<file path="src/inc/pin_select_pkg.sv">
// constants and carrier types for the remappable output pin select block
// ============================================================
// What this block does
// each remappable pin has its own 4-bit selection field that picks which peripheral output drives it.
// a selection value of zero is the null output, and every field resets to zero so no pin is driven.
// while the lock is set, mapping writes complete normally but leave the stored contents unchanged.
// the lock is bit 13 of the configuration control word; one blocks mapping writes, zero allows them.
// the lock bit changes only after software has performed the unlock sequence.
// with the one-way option set, a lock that has been set cannot be cleared by the unlock procedure.
// in one-way mode only a device reset clears the lock and re-enables remapping.
// an unprogrammed configuration word reads as the one-way option enabled.
// the lock returns to cleared on device reset.
package pin_select_pkg;
   localparam int NUM_PINS = 8;
   localparam int SEL_W = 4;
   localparam int NUM_PERIPH = 16;
   localparam int PIN_IDX_W = 3;
   localparam int NUM_INPUTS = 8;
   localparam int IN_IDX_W = 3;
   localparam int LOCK_BIT = 13;
   localparam int ONE_WAY_BIT = 29;
   localparam logic [SEL_W-1:0] SEL_NULL = 4'h0;
   localparam logic LOCK_RESET = 1'b0;
   localparam logic [31:0] CFG3_UNPROGRAMMED = 32'hFFFFFFFF;

   typedef struct packed
   {
      logic en;
      logic is_input;
      logic [PIN_IDX_W-1:0] idx;
      logic [SEL_W-1:0] data;
   } map_write_t;

   typedef struct packed
   {
      logic en;
      logic unlocked;
      logic [31:0] data;
   } cfg_write_t;
endpackage : pin_select_pkg

</file>
<file path="src/hw/pin_select.sv">
// remappable output pin selection with mapping write lock
`timescale 1ns/100ps
module pin_select
   import pin_select_pkg::*;
(
   input wire logic clk_in,
   input wire logic rst_b_in,
   input wire map_write_t map_wr_in,
   input wire cfg_write_t cfg_wr_in,
   input wire logic [31:0] dev_cfg3_in,
   input wire logic [NUM_PERIPH-1:0] periph_out_in,
   output logic [NUM_PINS-1:0] pin_out,
   output logic [NUM_PINS*SEL_W-1:0] pin_output_select_out,
   output logic [NUM_INPUTS*SEL_W-1:0] input_select_out,
   output logic pin_map_lock_out,
   output logic [31:0] config_control_out
);
   // ============================================================
   // lock
   logic lock;
   lock_ctrl lock_ctrl_inst
   (
      .clk_in(clk_in),
      .rst_b_in(rst_b_in),
      .cfg_wr_in(cfg_wr_in),
      .dev_cfg3_in(dev_cfg3_in),
      .lock_out(lock)
   );
   assign pin_map_lock_out = lock;

   // ============================================================
   // mapping registers
   logic [SEL_W-1:0] out_sel_ff [NUM_PINS];
   logic [SEL_W-1:0] in_sel_ff [NUM_INPUTS];
   // write is acknowledged by the caller regardless; data simply dropped when locked
   wire logic wr_ok = map_wr_in.en && !lock;
   wire logic out_wr = wr_ok && !map_wr_in.is_input;
   wire logic in_wr = wr_ok && map_wr_in.is_input;

   always_ff @(posedge clk_in or negedge rst_b_in)
   begin
      if (!rst_b_in)
      begin
         for (int i = 0; i < NUM_PINS; i++)
            out_sel_ff[i] <= SEL_NULL;
         for (int i = 0; i < NUM_INPUTS; i++)
            in_sel_ff[i] <= SEL_NULL;
      end
      else
      begin
         if (out_wr)
            out_sel_ff[map_wr_in.idx] <= map_wr_in.data;
         if (in_wr)
            in_sel_ff[map_wr_in.idx] <= map_wr_in.data;
      end
   end

   // ============================================================
   // output routing, registered so pins come from flip-flops
   logic [NUM_PINS-1:0] pin_ff;
   logic [NUM_PINS-1:0] nxt_pin;
   always_comb
   begin
      for (int i = 0; i < NUM_PINS; i++)
      begin
         // code zero routes nothing: the pin stays low
         nxt_pin[i] = (out_sel_ff[i] != SEL_NULL) && periph_out_in[out_sel_ff[i]];
         pin_output_select_out[i*SEL_W +: SEL_W] = out_sel_ff[i];
      end
      for (int i = 0; i < NUM_INPUTS; i++)
         input_select_out[i*SEL_W +: SEL_W] = in_sel_ff[i];
   end

   always_ff @(posedge clk_in or negedge rst_b_in)
   begin
      if (!rst_b_in)
         pin_ff <= '0;
      else
         pin_ff <= nxt_pin;
   end
   assign pin_out = pin_ff;

   always_comb
   begin
      config_control_out = 32'h00000000;
      config_control_out[LOCK_BIT] = lock;
   end

   a_locked_hold: assert property (@(posedge clk_in) disable iff (!rst_b_in)
      (map_wr_in.en && lock && !map_wr_in.is_input) |=> $stable(pin_output_select_out))
      else $error("locked output map write took effect");
   a_locked_in_hold: assert property (@(posedge clk_in) disable iff (!rst_b_in)
      (map_wr_in.en && lock && map_wr_in.is_input) |=> $stable(input_select_out))
      else $error("locked input map write took effect");
   a_write_lands: assert property (@(posedge clk_in) disable iff (!rst_b_in)
      (map_wr_in.en && !lock && !map_wr_in.is_input) |=>
      pin_output_select_out[$past(map_wr_in.idx)*SEL_W +: SEL_W] == $past(map_wr_in.data))
      else $error("unlocked map write lost");
   a_null_quiet: assert property (@(posedge clk_in) disable iff (!rst_b_in)
      (pin_output_select_out[SEL_W-1:0] == SEL_NULL) |=> !pin_out[0])
      else $error("null-selected pin driven");
   a_in_write_lands: assert property (@(posedge clk_in) disable iff (!rst_b_in)
      (map_wr_in.en && !lock && map_wr_in.is_input) |=>
      input_select_out[$past(map_wr_in.idx)*SEL_W +: SEL_W] == $past(map_wr_in.data))
      else $error("unlocked input map write lost");

   // ============================================================
   // per-pin routing checks
   // every pin is watched, not only pin zero, so a decode slip on one index shows up
   for (genvar g = 0; g < NUM_PINS; g++)
   begin : g_pin_chk
      a_pin_routes: assert property (@(posedge clk_in) disable iff (!rst_b_in)
         (pin_output_select_out[g*SEL_W +: SEL_W] != SEL_NULL) |=>
         (pin_out[g] == $past(periph_out_in[pin_output_select_out[g*SEL_W +: SEL_W]])))
         else $error("selected peripheral not routed to pin");
      a_pin_null: assert property (@(posedge clk_in) disable iff (!rst_b_in)
         (pin_output_select_out[g*SEL_W +: SEL_W] == SEL_NULL) |=> !pin_out[g])
         else $error("null-selected pin driven");
   end
endmodule : pin_select

</file>
<file path="src/hw/lock_ctrl.sv">
// lock state for the pin mapping registers
`timescale 1ns/100ps
module lock_ctrl
   import pin_select_pkg::*;
(
   input wire logic clk_in,
   input wire logic rst_b_in,
   input wire cfg_write_t cfg_wr_in,
   input wire logic [31:0] dev_cfg3_in,
   output logic lock_out
);
   typedef enum logic [1:0] {LK_OPEN = 2'b00, LK_SET = 2'b01} lock_state_t;
   lock_state_t state_ff;
   lock_state_t nxt_state;
   wire logic one_way = dev_cfg3_in[ONE_WAY_BIT];
   wire logic req_lock = cfg_wr_in.data[LOCK_BIT];
   wire logic accept = cfg_wr_in.en && cfg_wr_in.unlocked;

   always_comb
   begin
      nxt_state = state_ff;
      case (state_ff)
         LK_OPEN:
         begin
            if (accept && req_lock)
               nxt_state = LK_SET;
         end
         LK_SET:
         begin
            // one-way: only reset leaves this state
            if (accept && !req_lock && !one_way)
               nxt_state = LK_OPEN;
         end
         default:
            nxt_state = LK_OPEN;
      endcase
   end

   always_ff @(posedge clk_in or negedge rst_b_in)
   begin
      if (!rst_b_in)
         state_ff <= LK_OPEN;
      else
         state_ff <= nxt_state;
   end

   assign lock_out = (state_ff == LK_SET);

   a_one_way_hold: assert property (@(posedge clk_in) disable iff (!rst_b_in)
      (lock_out && one_way) |=> lock_out)
      else $error("one-way lock was cleared");
   a_lock_needs_key: assert property (@(posedge clk_in) disable iff (!rst_b_in)
      !$past(accept) |-> $stable(lock_out))
      else $error("lock changed without unlock sequence");
   a_lock_follows: assert property (@(posedge clk_in) disable iff (!rst_b_in)
      (accept && req_lock) |=> lock_out)
      else $error("lock not set on accepted write");
   a_lock_clears: assert property (@(posedge clk_in) disable iff (!rst_b_in)
      (lock_out && accept && !req_lock && !one_way) |=> !lock_out)
      else $error("lock not cleared when allowed");
endmodule : lock_ctrl

</file>
<file path="config.mk">
export PLATFORM = sky130hd
export DESIGN_NAME = pin_select
export DESIGN_NICKNAME = d
export VERILOG_FILES = /design/src/inc/pin_select_pkg.sv /design/src/hw/pin_select.sv /design/src/hw/lock_ctrl.sv
export SDC_FILE = /design/constraint.sdc
export NUM_CORES = 1
export LEC_CHECK = 0
export BUFFER_PORTS_ARGS = -buffer_cell sky130_fd_sc_hd__buf_2
export CAP_MARGIN = 40
export CELL_PAD_IN_SITES_DETAIL_PLACEMENT = 1
export CELL_PAD_IN_SITES_GLOBAL_PLACEMENT = 2
export CORE_ASPECT_RATIO = 0.75
export CORE_MARGIN = 5
export CORE_UTILIZATION = 31
export DETAILED_ROUTE_END_ITERATION = 8
export PLACE_DENSITY_LB_ADDON = 0.3
export SLEW_MARGIN = 5
export SYNTH_ARGS = -nofsm -noshare
export SYNTH_HDL_FRONTEND = slang
export SYNTH_SLANG_ARGS = --single-unit
</file>
<file path="constraint.sdc">
create_clock -name clk_in -period 2.7 [get_ports clk_in]
set_input_delay 0.54 -clock clk_in [delete_from_list [all_inputs] [get_ports clk_in]]
set_output_delay 0.54 -clock clk_in [all_outputs]
set_load 0.02 [all_outputs]
</file>
## Word level (Yosys, flattened, before mapping)

Index checks and enable logic that the tools add are counted.

| storage, ports and cells | value |
|---|---|
| word-level logic and storage cells | 85 |
| bits of input ports | 93 |
| output and inout bits | 105 |
| register bits after elaboration | 74 |

| operators by class | value |
|---|---|
| reductions and logical operators | 30 |
| equal/unequal tests | 3 |
| multiplexer cells | 23 |
| bitwise logic cells | 1 |
| magnitude comparators | 10 |

Operators by type and width:

| operator | count |
|---|---|
| $bwmux 32 | 2 |
| $lt 4x5->1 const B | 8 |
| $bmux 1 s4 | 8 |
| $reduce_bool 4->1 | 8 |
| $logic_and 1x1->1 | 16 |
| $demux 4 s3 | 1 |
| $mux 1 | 8 |
| $ge 4x4->1 const B | 1 |
| $logic_not 1->1 | 4 |
| $lt 4x1->1 const B | 1 |
| $mux 2 | 2 |
| $mux 4 | 1 |
| $ne 2x1->1 const B | 2 |
| $not 3->4 | 1 |
| $pmux 2 s2 | 1 |
| $eq 2x1->1 const B | 1 |
| $logic_not 2->1 | 1 |
| $reduce_and 2->1 | 1 |

## Longest topological paths before layout

Gate-level depths: netlist of run 1.

| logic depth | value |
|---|---|
| word-level depth | 6 |
| mapped depth | 4 |
| mapped depth without buffers | 3 |

## Cells and area by module

A second synthesis of run 1 with hierarchy kept.

| second synthesis, totals | value |
|---|---|
| cells, all modules | 287 |
| area total of the unflattened synthesis | 4,072.7 µm² |

By module, submodules not included:

| module | sequential area each (µm²) | times used | area each (µm²) | cells each |
|---|---|---|---|---|
| pin_select | 1,801.7 | 1 | 4,030.1 | 284 |
| lock_ctrl | 25.0 | 1 | 42.5 | 3 |

## Worst setup path after synthesis of run 1

No wires, ideal clock.

| path | value |
|---|---|
| path type | register -> register |
| start point | reg lock_ctrl_inst.state_ff[0] |
| end point | reg in_sel_ff, in the netlist input_select_out[20] |
| setup time | 0.125 ns |
| cell stages (with the launch flop) | 4 |
| data required time | 2.575 ns |
| arrival | 1.408 ns |
| period minus slack after synthesis | 1.533 ns |
| setup slack | 1.167 ns |
| buffers on the path | 0 |
| cells stage by stage | dfrtp_1 nand4b_2 nor3b_2 mux2_2 |

| on the way | value |
|---|---|
| cells in the longest elaborated chain, start to end | 4 |

RTL lines:

| element | line | source |
|---|---|---|
| start: declaration | lock_ctrl.sv:13 | `lock_state_t state_ff;` |
| start signal: assignment | lock_ctrl.sv:44 | `state_ff <= nxt_state;` |
| $eq 2x1->1 | lock_ctrl.sv:47 | `assign lock_out = (state_ff == LK_SET);` |
| $logic_not 1->1 | pin_select.sv:36 | `wire logic wr_ok = map_wr_in.en && !lock;` |
| $logic_and 1x1->1 | pin_select.sv:36 |  |
| $logic_and 1x1->1 | pin_select.sv:38 | `wire logic in_wr = wr_ok && map_wr_in.is_input;` |
| end signal: indexed assignment | pin_select.sv:54 | `in_sel_ff[map_wr_in.idx] <= map_wr_in.data;` |
| end: declaration | pin_select.sv:34 | `logic [SEL_W-1:0] in_sel_ff [NUM_INPUTS];` |

Every way passes these cells.
A chain may end at the register's enable or synchronous reset.

## Worst setup path after layout of run 1

| path | value |
|---|---|
| start point | reg out_sel_ff, in the netlist pin_output_select_out[1] |
| end point | out pin_output_select_out[1] |

RTL lines:

| element | line | source |
|---|---|---|
| start: declaration | pin_select.sv:33 | `logic [SEL_W-1:0] out_sel_ff [NUM_PINS];` |
| start signal: indexed assignment | pin_select.sv:52 | `out_sel_ff[map_wr_in.idx] <= map_wr_in.data;` |
| end: declaration | pin_select.sv:13 | `output logic [NUM_PINS*SEL_W-1:0] pin_output_select_out,` |

No word-level cell between the ends.

==> results of run 1 <==
[kinds of logic (layout without fill, tap and decap cells)]
logic type	after synthesis	after routing	share of synthesized area, %
flip-flops	73	73	45.03
buffers and inverters	48	120	8.236
other	1	31	0.09245
AND/OR/NAND/NOR	35	35	5.552
AO/OA/AOI/OAI	1	1	0.1233
multiplexers	128	128	40.96
[final timing paths]
path	end	slack, ps	cells after the start
max	pin_output_select_out[1]	1020	1
min	pin_out[2]$_DFF_PN0_	220	2
max reg2reg	input_select_out[21]$_DFFE_PN0P_	1070	3
min reg2reg	pin_out[2]$_DFF_PN0_	500	1
max in group asynchronous	input_select_out[21]$_DFFE_PN0P_	2140	2
min in group clk_in	lock_ctrl_inst.state_ff[0]$_DFFE_PN0P_	430	3
[state kept, by name (all words and copies together) (netlist names)]
register and cells:
input_select_out 32, lock_ctrl_inst.state_ff 1, pin_out 8, pin_output_select_out 32
[cell type report]
class                   instances  area, um^2  area share, %
multi-input cells             195        2008          41.27
well taps                     171       214.0          4.397
clock inverters                 6       42.54         0.8743
repair buffers                104       535.5          11.01
clock buffers                  10       239.0          4.911
flip-flops and latches         73        1827          37.54
[layer usage]
layer	GRT usage, %	vias up
met5	0	-
met4	3.219	2
met3	5.831	11
met2	23.30	101
met1	20.57	1390
li1	-	1178
[stage by stage]
step	std cells	area [um^2]	hold WS [ps]
finish	559	4866	215.8
global placement	543	4584	484.4
CTS	559	4866	250.4
floorplan	316	4169	244.4
detailed placement	543	4584	490.2
global route	559	4866	277.9
[power groups by stage]
stage | combinational (uW) | sequential (uW) | clock [uW]
after floorplan | 777 | 2000 | 0
after global placement | 1520 | 1720 | 0
after detailed placement | 1540 | 1730 | 0
after CTS | 1540 | 1720 | 1160
after global routing | 1630 | 1760 | 1210
final | 1520 | 1710 | 1130
[placed cells by master (no fill, tap or decap), types with 2 or more instances in the layout]
| cell type | count |
|---|---|
| buf_2 | 103 |
| dfrtp_1 | 73 |
| mux2_2 | 64 |
| mux2i_1 | 40 |
| conb_1 | 31 |
| mux4_2 | 24 |
| nand2_1 | 20 |
| clkbuf_16 | 9 |
| and4bb_2 | 2 |
| nor2b_4 | 2 |
| nor2_1 | 2 |
| nor2b_1 | 2 |
| and2b_1 | 2 |
| clkinv_2 | 2 |
| clkinvlp_4 | 2 |
==> metrics.cfg, run 1 <==
[cells_and_area]
layout.nets=476
final_layout_size_suffix_gt1_share_pct=55.41
utilization_pct=37.64
diodes=0
area_delta_synth_final_pct=19.96
filler_cell_count=1400

[synth]
yosysMostFrequentCell=dfrtp_1
avgSynthCellArea_um2=14.18
synth-warning-count=0
synthArstFlopShare_pct=100.0
ys_top_cells_by_count=dfrtp_1, mux2_2, buf_4, mux2i_1, mux4_2
synth-seq-cells=73
netlist_area_um2=4056
synth.area.top_cells=dfrtp_1, mux2_2, mux4_2
synth_enable_flop_cells=0
synth_flop_cell=dfrtp_1
synth_cell_types=20
syn_inst=286
seq_area_frac_synth_pct=45.03
netlist.area_leader.share_pct=45.03
yosysTopAreaCell=dfrtp_1

[timing]
rsz0062_at_grt=false
setup_slack_ps=1020
fin_skew_ps=9.626
hold_viol=0
tns_ps=0
period_share_pct=62.22
post-route-min-period_ps=1680
final-max-slew-violation-count=0
setup_violations=0
max_freq_mhz=595.2

[pwr]
p_comb_share_pct=34.8
sequentialPowerShare_pct=39.2
p_sw_uw=1595
internal_power_uw=2755
p_total_uw=4350
switching_share_pct=36.67
max-vdd-ir-drop_mv=0.4411
pwr-share-clk_pct=25.9
power_leakage_uw=0.002291
powerDensity_nw_per_um2=894.1

[placed_design]
place_hpwl_um=8170
place.gp.congestion=0.7794
io_buffers=103
pre_cts_slack_ps=917.5

[setup_path]
required_ps=2160
critPathSlowestCell=dfrtp_1
cp.arrival_ps=1140
worstReg2RegStart=lock_ctrl_inst.state_ff[0]$_DFFE_PN0P_
path_class=reg2out
crit_buf_inv=1
critPathTopFamily=flip-flops
critical_path_peak_fanout=8
critical_path.cell_chain=buf_2
crit_start=pin_output_select_out[1]$_DFFE_PN0P_
slowest_delay_ps=550
worst_setup_path_start_kind=register
end_kind=output pin

[routing]
drtIter0Drc=132
post-route-drc-count=0
dr.pass1.iters=4
routed.top_layer=met5
wl_met2_um=5196
wl_met3_um=946
final_antenna_net_count=0
vias=2682
routedWlPerCell_um=20.58
wirelength_um=11500
drt-vias-per-instance=4.798
wirelength_met1_um=5252

[floorplan]
initial_utilization_pct=31.38
num_io_pins=198
rows=36
core_area_um2=12930
die-area_um2=15500
die_y_um=109.1
die_w_um=142.1

[grt]
grt_pass1_wl_um=17560
grt-ovfl-total=0
grt_use_total_pct=15.20
grt_max_degree=74
grt_antenna_before_repair=1
grt_pass1_vias=2903

[clocking]
cts_buffer_depth=2
postCtsSetupRepairBufs=0
cts_hold_buf=0
htreeDepth=3
clk_latency_ps=340
cts_sinks=73
cts_tree=done
clk_pin_slew_ps=60
cts-root-buf=clkbuf_16
cts_resized=0
cts_inserted_buffers=9

[run_status]
status=complete, no violations

[job]
cap_violations=0

[worst_hold_path]
min_path_type=in2async

Note: power is estimated with default switching activity, not from simulation.
==> run 2: changes to the inputs <==
Settings changed: ABC_AREA set to 1, CORE_UTILIZATION 31 to 22.
Clock period 2.7 ns to 1.5 ns, I/O delays scaled along.
==> metrics.cfg, run 2 <==
[synth]
synth_enable_flop_cells=0  ; unchanged
synth-warning-count=0  ; unchanged
synth.area.top_cells=dfrtp_1, nand2_1, nand3_1
synthArstFlopShare_pct=100.0  ; unchanged
seq_area_frac_synth_pct=44.27  ; -0.76 points
avgSynthCellArea_um2=7.291  ; -49%
yosysMostFrequentCell=nand2_1
synth_flop_cell=dfrtp_1
yosysTopAreaCell=dfrtp_1
syn_inst=566  ; +98%
netlist_area_um2=4126  ; +1.7%
ys_top_cells_by_count=nand2_1, nand3_1, dfrtp_1
synth-seq-cells=73  ; unchanged
netlist.area_leader.share_pct=44.27  ; -0.76 points
synth_cell_types=22  ; +10%

[timing]
tns_ps=0  ; unchanged
setup_violations=0  ; unchanged
fin_skew_ps=4.814  ; -4.812 ps
hold_viol=0  ; unchanged
period_share_pct=92.92
max_freq_mhz=717.5
final-max-slew-violation-count=0  ; unchanged
rsz0062_at_grt=false
post-route-min-period_ps=1394

[clocking]
htreeDepth=3  ; unchanged
cts_inserted_buffers=9  ; unchanged
cts-root-buf=clkbuf_16
cts_tree=done
cts_sinks=73  ; unchanged
clk_latency_ps=340  ; about the same
postCtsSetupRepairBufs=0  ; unchanged
cts_buffer_depth=2  ; unchanged
clk_pin_slew_ps=60  ; about the same

[setup_path]
end_kind=output pin
path_class=reg2out
cp.arrival_ps=1090  ; -50 ps
worst_setup_path_start_kind=register
required_ps=1200  ; -960 ps
crit_buf_inv=1  ; unchanged
critPathSlowestCell=dfrtp_1
critical_path.cell_chain=buf_2
critical_path_peak_fanout=8  ; unchanged
slowest_delay_ps=510  ; -40 ps
critPathTopFamily=flip-flops

[cells_and_area]
area_delta_synth_final_pct=25.80
final_layout_size_suffix_gt1_share_pct=21.85  ; -34 points
postLayoutCellArea_um2=5191  ; +6.7%
layout.nets=770  ; +62%
final_common_cell=nand2_1
diodes=0  ; unchanged
final_cell_mix=nand2_1, buf_2, nand3_1, dfrtp_1, o21ai_0
filler_cell_count=2279  ; +63%

[job]
cap_violations=0  ; unchanged

[floorplan]
die-area_um2=21620  ; +40%
die_w_um=168.1  ; +18%
core_area_um2=18450  ; +43%
initial_utilization_pct=22.36  ; -9.0 points
num_io_pins=198  ; unchanged
rows=43  ; +19%
die_y_um=128.6  ; +18%

[grt]
grt_max_degree=29  ; -61%
grt_pass1_vias=4370  ; +51%
grt_pass1_wl_um=25340  ; +44%
grt_antenna_before_repair=0  ; -1
grt_use_total_pct=15.18  ; -0.027 points
grt-ovfl-total=0  ; unchanged

[routing]
drtIter0Drc=247  ; +87%
final_antenna_net_count=0  ; unchanged
post-route-drc-count=0  ; unchanged
wirelength_met1_um=7758  ; +48%
routed.top_layer=met4
vias=4108  ; +53%
wl_met2_um=7340  ; +41%
wl_met3_um=740  ; -22%
routedWlPerCell_um=17.54  ; -15%
dr.pass1.iters=4  ; unchanged
drt-vias-per-instance=4.422  ; -7.8%
wirelength_um=16300  ; +42%

[pwr]
powerDensity_nw_per_um2=1628  ; +82%
power_leakage_uw=0.002618  ; +14%
max-vdd-ir-drop_mv=0.4851  ; +10%

[run_status]
status=complete, no violations

[placed_design]
place_area_um2=4876  ; +6.4%
place_hpwl_um=12030  ; +47%
place.gp.congestion=0.7582  ; -2.7%
io_buffers=103  ; unchanged

[worst_hold_path]
min_path_type=in2reg

[run 2: cell count changes after synthesis, sizes merged, moves of 5 or more]
cell | previous run | this run
nor2 | 2 | 28
mux2i | 40 | 0
o211ai | 0 | 5
inv | 0 | 46
nand3 | 1 | 90
nand2 | 20 | 196
mux2 | 64 | 0
a21oi | 0 | 17
o21ai | 1 | 53
mux4 | 24 | 0
[run 2: per-stage QoR]
stage          hold WS, ps  worst slack [ps]  util, %  total power (uW)  cells
6_report             204.9             106.2    28.13              8453    929
3_3_place_gp         227.6             63.42    26.42              6198    912
5_1_grt              224.0             25.00    28.13              9083    929
2_1_floorplan        4.409             190.9        -              5105    596
3_5_place_dp         234.0             28.37    26.42              6300    912
4_1_cts              194.3             8.795    28.10              8587    929
[run 2: what timing repair did]
item                       CTS  global route
gates resized for setup      2             5
setup endpoints to repair    2             7
hold buffers                 1             0
hold endpoints to repair    20             0
[run 2: worst paths after layout]
path / start / cells past startpoint / slack, ps / to
setup / recovery: pin_output_select_out[1]$_DFFE_PN0P_ / 1 / 110 / pin_output_select_out[1]
hold / removal: map_wr_in[0] / 3 / 200 / pin_output_select_out[12]$_DFFE_PN0P_
setup reg to reg: lock_ctrl_inst.state_ff[0]$_DFFE_PN0P_ / 7 / 160 / pin_output_select_out[31]$_DFFE_PN0P_
hold reg to reg: input_select_out[11]$_DFFE_PN0P_ / 2 / 480 / input_select_out[11]$_DFFE_PN0P_
max in group asynchronous: rst_b_in / 3 / 590 / pin_output_select_out[20]$_DFFE_PN0P_
min in group asynchronous: rst_b_in / 2 / 430 / input_select_out[24]$_DFFE_PN0P_
[run 2: final cells by class]
cell class	count	area [um^2]	area share [%]
sequential	73	1833	35.31
clock inverter	6	67.56	1.302
timing repair buffer	117	650.6	12.53
tap	247	309.0	5.953
clock buffer	10	229.0	4.411
multi-input combinational	430	1929	37.17
inverter	46	172.7	3.326
[run 2: report_power, final]
part | switching, uW | internal, uW
Sequential | 592 | 2530
Clock | 920 | 1300
Combinational | 2080 | 1040
[run 2: cell families (layout without fill, tap and decap cells)]
kind of cell / count (synthesis) / after routing / share of synthesized area (%)
and+or+nand+nor: 324 / 324 / 34.48
buffers and inverters: 93 / 179 / 11.76
AOI/OAI and AO/OA: 75 / 75 / 9.400
DFF: 73 / 73 / 44.27
other: 1 / 31 / 0.09088
[run 2: routing by layer]
layer / global-route usage [%] / vias to the layer above
li1: - / 1991
met1: 20.48 / 1968
met2: 23.54 / 119
met3: 3.747 / 30
met4: 5.964 / 0
met5: 0 / -
